<file path="src/rtl/tmr_map.vh">
// Register offsets, field positions and reset values of the 16-bit timer.
// Included by the timer design files; definitions only.
`ifndef TMR_MAP_VH
`define TMR_MAP_VH

// Byte offsets on the APB register bus
`define TMR_OFS_MODE        8'h00
`define TMR_OFS_CCCTL       8'h04
`define TMR_OFS_OUTCTL      8'h08
`define TMR_OFS_EDGEMODE    8'h0C
`define TMR_OFS_SAMPLE      8'h10
`define TMR_OFS_PRESCALE    8'h14
`define TMR_OFS_COUNT       8'h18
`define TMR_OFS_CMPA        8'h1C
`define TMR_OFS_CMPB        8'h20
`define TMR_OFS_STATUS      8'h24
`define TMR_OFS_MASK        8'h28

// Mode control: operating mode in bits 3..1
`define TMR_MODE_LSB        1
`define TMR_MODE_MSB        3
`define TMR_MODE_STOP       3'h0
`define TMR_MODE_CLRMATCH   3'h6

// Capture/compare control
`define TMR_CC_CAPTURE      0
`define TMR_CC_EXTCOUNT     1

// Output control
`define TMR_OC_ENABLE       0
`define TMR_OC_TOGGLE       1
`define TMR_OC_ONESHOT      4
`define TMR_OC_EXTTRIG      5
`define TMR_OC_SOFTTRIG     6

// Edge select in bits 3..2
`define TMR_ES_LSB          2
`define TMR_ES_MSB          3
`define TMR_ES_FALL         2'h0
`define TMR_ES_RISE         2'h1
`define TMR_ES_BOTH         2'h3

// Status and mask bit positions
`define TMR_ST_MATCHA       0
`define TMR_ST_MATCHB       1
`define TMR_ST_EDGE         2
`define TMR_ST_OVF          3

// Reset values and counter maximum
`define TMR_RST_8           8'h00
`define TMR_RST_16          16'h0000
`define TMR_RST_CMPA        16'hFFFF
`define TMR_CNT_MAX         16'hFFFF

`endif

</file>
<file path="src/rtl/tmr_edge_detect.v">
// Trigger input filter: samples the pin at a programmable interval,
// accepts a level after two equal samples, reports the selected edges.
// Assumes the pin is already synchronous to clk.
`timescale 1ns/1ps
`default_nettype none
`include "tmr_map.vh"

module tmr_edge_detect
(
  input  wire       clk,
  input  wire       nrst,
  input  wire       pinIn,
  input  wire [3:0] sampleSel,
  input  wire [1:0] edgeSel,
  output reg        edgePulse
);

  reg  [3:0] sampleCnt_reg;
  reg        sampA_reg;
  reg        level_reg;
  wire       sampleTick;
  wire       levelNew;
  wire       rise;
  wire       fall;

  assign sampleTick = (sampleCnt_reg == sampleSel);
  assign levelNew   = sampleTick && (sampA_reg == pinIn) && (sampA_reg != level_reg);
  assign rise       = levelNew && pinIn;
  assign fall       = levelNew && !pinIn;

  always @(posedge clk)
  begin
    if (!nrst)
    begin
      sampleCnt_reg <= 4'h0;
      sampA_reg     <= 1'b0;
      level_reg     <= 1'b0;
      edgePulse     <= 1'b0;
    end
    else
    begin
      sampleCnt_reg <= sampleTick ? 4'h0 : sampleCnt_reg + 4'h1;
      if (sampleTick)
        sampA_reg <= pinIn;
      if (levelNew)
        level_reg <= pinIn;
      case (edgeSel)
        `TMR_ES_FALL: edgePulse <= fall;
        `TMR_ES_RISE: edgePulse <= rise;
        `TMR_ES_BOTH: edgePulse <= rise | fall;
        default:      edgePulse <= 1'b0;
      endcase
    end
  end

endmodule
`default_nettype wire

</file>
<file path="src/rtl/tmr_timer16.v">
// 16-bit timer/event counter with compare, capture, one-shot pulse,
// overflow flag and an APB register slave with masked interrupt.
// Assumes one clock, synchronous active-low reset, synchronous pins.
//
// Notes on behaviour
// - Nonzero mode field starts counting; zero stops
// - Free prescaler: first match may shift one tick
// - Compare A below count: wrap, then match
// - Capture skipped while compare B being read
// - Edge flag set even when capture skipped
// - Edge select in bits 2 and 3
// - External triggers ignored during a pulse
// - Overflow flag on FFFF to 0000 step
// - Trigger clears counter; B sets, A clears output
// - Rising, falling or both edges selectable
// - Bit 6 write issues software trigger
// - Edge valid after two equal samples
`timescale 1ns/1ps
`default_nettype none
`include "tmr_map.vh"

module tmr_timer16
#(
  parameter ADDR_W = 8
)
(
  input  wire              clk,
  input  wire              nrst,
  input  wire              psel,
  input  wire              penable,
  input  wire              pwrite,
  input  wire [ADDR_W-1:0] paddr,
  input  wire [31:0]       pwdata,
  output reg  [31:0]       prdata,
  output wire              pready,
  output reg               pslverr,
  input  wire              trigger_input_pin,
  output reg               pulse_output_pin,
  output wire              irq
);

  ////////////////////////////////////////////////////////////////////
  // Registers
  reg  [2:0]  opMode_reg;
  reg  [1:0]  ccCtl_reg;
  reg  [5:0]  outCtl_reg;
  reg  [1:0]  edgeSel_reg;
  reg  [3:0]  sampleSel_reg;
  reg  [7:0]  prescale_reg;
  reg  [15:0] count_reg;
  reg  [15:0] cmpA_reg;
  reg  [15:0] cmpB_reg;
  reg  [3:0]  status_reg;
  reg  [3:0]  mask_reg;
  reg  [7:0]  preCnt_reg;
  reg         pulseActive_reg;
  reg         outLevel_reg;

  reg  [15:0] count_next;
  reg  [3:0]  status_next;
  reg         pulseActive_next;
  reg         outLevel_next;

  wire        edgeValid;
  wire        running;
  wire        wrAcc;
  wire        rdSel;
  wire        cmpBRead;
  wire        preTick;
  wire        countPulse;
  wire        clrOnMatch;
  wire        matchA;
  wire        matchB;
  wire        ovfStep;
  wire        softTrig;
  wire        extTrig;
  wire        trig;
  wire        capture;
  wire [7:0]  addr8;
  wire        mapped;
  wire [3:0]  setBits;
  wire [3:0]  clrBits;

  ////////////////////////////////////////////////////////////////////
  // Trigger input filter
  tmr_edge_detect u_edge
  (
    .clk       (clk),
    .nrst      (nrst),
    .pinIn     (trigger_input_pin),
    .sampleSel (sampleSel_reg),
    .edgeSel   (edgeSel_reg),
    .edgePulse (edgeValid)
  );

  ////////////////////////////////////////////////////////////////////
  // Bus decode
  assign addr8    = paddr[7:0];
  assign pready   = 1'b1;
  assign wrAcc    = psel && penable && pwrite;
  assign rdSel    = psel && !pwrite;
  assign cmpBRead = rdSel && (addr8 == `TMR_OFS_CMPB);
  assign mapped   = (addr8 == `TMR_OFS_MODE) || (addr8 == `TMR_OFS_CCCTL) ||
                    (addr8 == `TMR_OFS_OUTCTL) || (addr8 == `TMR_OFS_EDGEMODE) ||
                    (addr8 == `TMR_OFS_SAMPLE) || (addr8 == `TMR_OFS_PRESCALE) ||
                    (addr8 == `TMR_OFS_COUNT) || (addr8 == `TMR_OFS_CMPA) ||
                    (addr8 == `TMR_OFS_CMPB) || (addr8 == `TMR_OFS_STATUS) ||
                    (addr8 == `TMR_OFS_MASK);

  ////////////////////////////////////////////////////////////////////
  // Counting
  assign running    = (opMode_reg != `TMR_MODE_STOP);
  // Prescaler never restarts, so start is not aligned to a tick
  assign preTick    = (preCnt_reg == prescale_reg);
  assign countPulse = running && (ccCtl_reg[`TMR_CC_EXTCOUNT] ? edgeValid : preTick);
  assign clrOnMatch = (opMode_reg == `TMR_MODE_CLRMATCH);
  assign matchA     = countPulse && (count_reg == cmpA_reg);
  assign matchB     = countPulse && !ccCtl_reg[`TMR_CC_CAPTURE] && (count_reg == cmpB_reg);
  assign ovfStep    = countPulse && (count_reg == `TMR_CNT_MAX);
  assign softTrig   = wrAcc && (addr8 == `TMR_OFS_OUTCTL) &&
                      pwdata[`TMR_OC_SOFTTRIG] && outCtl_reg[`TMR_OC_ONESHOT];
  assign extTrig    = edgeValid && outCtl_reg[`TMR_OC_EXTTRIG] && !pulseActive_reg;
  assign trig       = running && (softTrig || extTrig);
  assign capture    = running && edgeValid && ccCtl_reg[`TMR_CC_CAPTURE] && !cmpBRead;

  always @*
  begin
    count_next = count_reg;
    if (!running)
      count_next = `TMR_RST_16;
    else if (trig)
      count_next = `TMR_RST_16;
    else if (countPulse)
    begin
      if (clrOnMatch && matchA)
        count_next = `TMR_RST_16;
      else
        count_next = count_reg + 16'h0001;
    end
  end

  ////////////////////////////////////////////////////////////////////
  // Pulse output
  always @*
  begin
    pulseActive_next = pulseActive_reg;
    outLevel_next    = outLevel_reg;
    if (!running)
      pulseActive_next = 1'b0;
    else if (trig)
    begin
      pulseActive_next = 1'b1;
      outLevel_next    = 1'b0;
    end
    else if (pulseActive_reg)
    begin
      if (matchA)
      begin
        outLevel_next    = 1'b0;
        pulseActive_next = 1'b0;
      end
      else if (matchB)
        outLevel_next = 1'b1;
    end
    else if (matchA && outCtl_reg[`TMR_OC_TOGGLE])
      outLevel_next = !outLevel_reg;
  end

  ////////////////////////////////////////////////////////////////////
  // Status flags: a set in the same cycle beats the clear
  assign setBits = {ovfStep, edgeValid, matchB, matchA};
  assign clrBits = (wrAcc && (addr8 == `TMR_OFS_STATUS)) ? pwdata[3:0] : 4'h0;
  assign irq     = |(status_reg & mask_reg);

  always @*
  begin
    status_next = (status_reg & ~clrBits) | setBits;
  end

  ////////////////////////////////////////////////////////////////////
  // Sequential state and register writes
  always @(posedge clk)
  begin
    if (!nrst)
    begin
      opMode_reg       <= `TMR_MODE_STOP;
      ccCtl_reg        <= 2'h0;
      outCtl_reg       <= 6'h00;
      edgeSel_reg      <= `TMR_ES_FALL;
      sampleSel_reg    <= 4'h0;
      prescale_reg     <= `TMR_RST_8;
      count_reg        <= `TMR_RST_16;
      cmpA_reg         <= `TMR_RST_CMPA;
      cmpB_reg         <= `TMR_RST_16;
      status_reg       <= 4'h0;
      mask_reg         <= 4'h0;
      preCnt_reg       <= `TMR_RST_8;
      pulseActive_reg  <= 1'b0;
      outLevel_reg     <= 1'b0;
      pulse_output_pin <= 1'b0;
    end
    else
    begin
      preCnt_reg       <= preTick ? `TMR_RST_8 : preCnt_reg + 8'h01;
      count_reg        <= count_next;
      status_reg       <= status_next;
      pulseActive_reg  <= pulseActive_next;
      outLevel_reg     <= outLevel_next;
      pulse_output_pin <= outLevel_next && outCtl_reg[`TMR_OC_ENABLE];
      if (capture)
        cmpB_reg <= count_reg;
      if (wrAcc)
      begin
        case (addr8)
          `TMR_OFS_MODE:     opMode_reg    <= pwdata[`TMR_MODE_MSB:`TMR_MODE_LSB];
          `TMR_OFS_CCCTL:    ccCtl_reg     <= pwdata[1:0];
          `TMR_OFS_OUTCTL:   outCtl_reg    <= pwdata[5:0];
          `TMR_OFS_EDGEMODE: edgeSel_reg   <= pwdata[`TMR_ES_MSB:`TMR_ES_LSB];
          `TMR_OFS_SAMPLE:   sampleSel_reg <= pwdata[3:0];
          `TMR_OFS_PRESCALE: prescale_reg  <= pwdata[7:0];
          `TMR_OFS_CMPA:     cmpA_reg      <= pwdata[15:0];
          `TMR_OFS_CMPB:     cmpB_reg      <= pwdata[15:0];
          `TMR_OFS_MASK:     mask_reg      <= pwdata[3:0];
          default:           mask_reg      <= mask_reg;
        endcase
      end
    end
  end

  ////////////////////////////////////////////////////////////////////
  // Read data, latched in the setup cycle
  always @(posedge clk)
  begin
    if (!nrst)
    begin
      prdata  <= 32'h0000_0000;
      pslverr <= 1'b0;
    end
    else if (psel && !penable)
    begin
      pslverr <= !mapped;
      prdata  <= 32'h0000_0000;
      if (!pwrite)
      begin
        case (addr8)
          `TMR_OFS_MODE:     prdata <= {28'h000_0000, opMode_reg, 1'b0};
          `TMR_OFS_CCCTL:    prdata <= {30'h000_0000, ccCtl_reg};
          `TMR_OFS_OUTCTL:   prdata <= {26'h00_0000, outCtl_reg};
          `TMR_OFS_EDGEMODE: prdata <= {28'h000_0000, edgeSel_reg, 2'h0};
          `TMR_OFS_SAMPLE:   prdata <= {28'h000_0000, sampleSel_reg};
          `TMR_OFS_PRESCALE: prdata <= {24'h00_0000, prescale_reg};
          `TMR_OFS_COUNT:    prdata <= {16'h0000, count_reg};
          `TMR_OFS_CMPA:     prdata <= {16'h0000, cmpA_reg};
          `TMR_OFS_CMPB:     prdata <= {16'h0000, cmpB_reg};
          `TMR_OFS_STATUS:   prdata <= {28'h000_0000, status_reg};
          `TMR_OFS_MASK:     prdata <= {28'h000_0000, mask_reg};
          default:           prdata <= 32'h0000_0000;
        endcase
      end
    end
  end

endmodule
`default_nettype wire

</file>
<file path="config.mk">
export PLATFORM = sky130hd
export DESIGN_NAME = tmr_timer16
export DESIGN_NICKNAME = d
export VERILOG_FILES = /design/src/rtl/tmr_edge_detect.v /design/src/rtl/tmr_timer16.v
export VERILOG_INCLUDE_DIRS = /design/src /design/src/rtl
export SDC_FILE = /design/constraint.sdc
export NUM_CORES = 1
export LEC_CHECK = 0
export BUFFER_PORTS_ARGS = -buffer_cell sky130_fd_sc_hd__buf_2
export CAP_MARGIN = 0
export CORE_MARGIN = 1
export CORE_UTILIZATION = 55
export DETAILED_ROUTE_END_ITERATION = 16
export PLACE_DENSITY_LB_ADDON = 0.08
export SETUP_SLACK_MARGIN = 0.02
export SKIP_LAST_GASP = 1
export SLEW_MARGIN = 20
export SYNTH_ARGS = -nofsm -noshare
export SYNTH_HDL_FRONTEND = slang
export SYNTH_SLANG_ARGS = --single-unit
</file>
<file path="constraint.sdc">
create_clock -name clk -period 2.6 [get_ports clk]
set_clock_uncertainty 0.15 [all_clocks]
set_input_delay 0.39 -clock clk [delete_from_list [all_inputs] [get_ports clk]]
set_output_delay 0.39 -clock clk [all_outputs]
set_load 0.005 [all_outputs]
</file>
==> impl_metrics.ini <==
[critical_path]
arrival_ns = 2.57
cp-end-kind = flip-flop
setup.worst_path.class = flip-flop to flip-flop
worstSetupPathDepth = 7
timing.reg2reg.worst_path_depth = 7
worstPathBufferInverterCount = 1
reg2reg_to = count_reg[0]$_SDFFE_PP0P_
maximum_fanout_along_the_worst_path = 15
timing.critical_path.required_ns = 2.77
critical_path.startpoint_type = flip-flop
critical_path.max_stage_delay_ns = 0.51
timing.reg2reg.setup_slack_ns = 0.20
crit_path_top_delay_cell = sky130_fd_sc_hd__dfxtp_1
crit_family = simple AND/OR/NAND/NOR gates
crit_path_cell_trace = xor2_1 > nor4_1 > nand4_1 > nor3_1 > a41o_4 > buf_4 > o2bb2ai_1
r2r_start = count_reg[0]$_SDFFE_PP0P_

[sta]
slew_viols_final = 0
timing.final.crit_share = 0.923
tightest_slew_ns = 0.818
unrepaired_setup_endpoints_after_global_routing = false
finalCriticalPeriod_ns = 2.40
finalSetupViolations = 0
fmax_ghz = 0.417
finalHoldViolations = 0
finalWorstSetupSlack_ns = 0.200
slew-limit-headroom = 0.455

[power_and_ir_drop]
power.clock.fraction = 0.544
p_leak_nw = 3.05
switching_component_of_the_power_w = 0.000933
power_frac_seq = 0.416
internal-power_w = 0.00336
share_comb_of_total_power = 0.040
powerDensity_nw_per_um2 = 597
worst_ir_drop_vdd_mv = 0.571
net_switching_share_of_the_total_power = 0.217

[logic_synthesis]
synth-seq-area-share = 0.371
yosys_most_used_dff = sky130_fd_sc_hd__dfxtp_1
ys.warnings.count = 0
post_synth.cell_area_avg_um2 = 8.47
synth.ff_latch_count = 116
synthDistinctLibCells = 63
syn-cell-area_um2 = 6260
async_reset_ff_frac = 0
synth_edf_count = 0
synthCells = 739

[hold_path]
timing.hold.worst.start = pwdata[11]
worstHoldPathCells = 3
hold_class = input port to flip-flop
timing.hold.worst_endpoint = cmpA_reg[11]$_SDFFE_PN1P_

[global_route]
grt_start_max_net_pins = 64
first_pass_grt_wire_length_um = 27300
grt_pass1_vias = 5214
grt_use_total = 0.312
grt_antenna_before_repair = 0
grt.overflow.total = 0

[detailed_routing]
vias_per_cell = 6.00
routed_wirelength_um = 17100
drt-initial-drc-count = 611
antenna_violating_nets_post_route = 0
routed_wire_length_per_instance_um = 18.4
drt_pass1_iterations = 7
remaining_routing_drc_violations = 0
number_of_vias_after_detailed_routing = 5589

[clock_network]
ctsHoldBuffers = 0
ctsLongestPathBuffers = 2
numCtsBuffers = 17
cts.repair_timing.setup_buffer_count = 0
h-tree-depth = 4
cts-resized-gates = 0
tritoncts = built
cts.sinks = 116
clk_transition_reported_paths_ns = 0.05
insertion_delay_ns = 0.43
ctsRootBufferMaster = sky130_fd_sc_hd__clkbuf_16

[layout]
nets = 828
n_antenna_cell = 0
final_cell_area_um2 = 7200
final_core_utilization = 0.656
fraction_of_layout_cells_with_a_size_suffix_above_1 = 0.165
syn2layout_area_growth_pct = 15.0

[placed_design]
place_worst_setup_slack_ns = -0.0584
detailed_place_hpwl_um = 12200
port-buffer-count = 48
routabilityCongestion = 0.943
placedInstanceArea_um2 = 6610

[die]
die_w_um = 109
num_io_pins = 82
effective_utilization_at_floorplan = 0.570
die_height_um = 109
placementRows = 38
dieArea_um2 = 11800
fp.coreArea_um2 = 11000

[flow_run]
cap_viol_max_count = 0

[run_status]
status = finished, final reports clean
-- cells by family (layout without fill, tap and decap cells) --
kind of cell,count (synthesis),count (layout),synth area share
DFF,116,116,0.371
AOI/OAI and AO/OA,120,120,0.156
adders and majority gates,3,3,0.00600
xor gates and xnor gates,66,66,0.0923
other,2,17,0.00120
and+or+nand+nor,314,314,0.254
buffers and inverters,86,124,0.0682
muxes,32,32,0.0516
-- synth_stat cells (all sizes together), types with 20 or more instances --
library cell  number  area, um^2
a21boi            26         195
mux2i             30         300
xnor2             25         219
dfxtp            116        2320
xor2              41         359
and2              20         125
nor2              34         128
buf               29         211
nor4              23         178
clkbuf            48         181
o21ai             21         109
nand2            124         465
nand3             57         295
-- power groups by stage --
stage                     sequential [W]  combinational [W]  clock, W
final                            0.00179           0.000171   0.00234
after global routing             0.00179           0.000186   0.00244
after CTS                        0.00179           0.000168   0.00237
after detailed placement         0.00182           0.000167         0
after global placement           0.00182           0.000166         0
after floorplan                  0.00182           0.000114         0
-- metal layers --
metal  track usage  vias up  routed length, um
li1              -     2622                  -
met1         0.439     2639               7790
met2         0.461      285               7410
met3        0.0675       43               1550
met4         0.132        0                397
met5             0        -                  0
-- worst max path at each step --
stage	to	start	slack [ns]
after floorplan	count_reg[1]$_SDFFE_PP0P_	paddr[5]	0.34
after detailed placement	cmpA_reg[9]$_SDFFE_PN1P_	paddr[5]	-0.06
after CTS	count_reg[0]$_SDFFE_PP0P_	count_reg[0]$_SDFFE_PP0P_	0.21
final	count_reg[0]$_SDFFE_PP0P_	count_reg[0]$_SDFFE_PP0P_	0.20
after global placement	cmpA_reg[11]$_SDFFE_PN1P_	paddr[5]	-0.03
after global routing	count_reg[0]$_SDFFE_PP0P_	count_reg[0]$_SDFFE_PP0P_	0.04
-- cells in the final DEF (no fill, tap or decap), drive strengths merged, types with 6 or more instances in the layout --
cell and instances:
nand2 124, dfxtp 116, buf 83, nand3 57, xor2 41, nor2 34
mux2i 30, a21boi 26, xnor2 25, nor4 23, clkbuf 22, o21ai 21
and2 20, nor2b 18, o211a 17, conb 17, and3 10, a222oi 10
inv 9, a22oi 7, a21oi 7, nand4 6, a221oi 6, clkinv 6
-- tightest hold or removal path, cell delays in order --
cell and delay, ns:
sky130_fd_sc_hd__buf_2 0.09, sky130_fd_sc_hd__nand2_1 0.04, sky130_fd_sc_hd__nand3_1 0.07
-- layout make-up --
| cell class | instances | area (um^2) |
|---|---|---|
| Multi-Input combinational cell | 552 | 3570 |
| Inverter | 9 | 33.8 |
| Clock buffer | 22 | 454 |
| Sequential cell | 116 | 2320 |
| Fill cell | 911 | 3780 |
| Tap cell | 140 | 175 |
| Clock inverter | 10 | 131 |
| Timing Repair Buffer | 83 | 515 |
-- through the flow --
step	hold WS [ns]	total power, W	std cells	setup TNS [ns]
after floorplan	0.273	0.00194	754	0
after global placement	0.290	0.00199	900	-0.443
after detailed placement	0.292	0.00199	900	-0.656
after CTS	0.0283	0.00432	932	0
after global routing	0.0485	0.00441	932	0
final	0.0419	0.00430	932	0
Note: power is estimated with default switching activity, not from simulation.
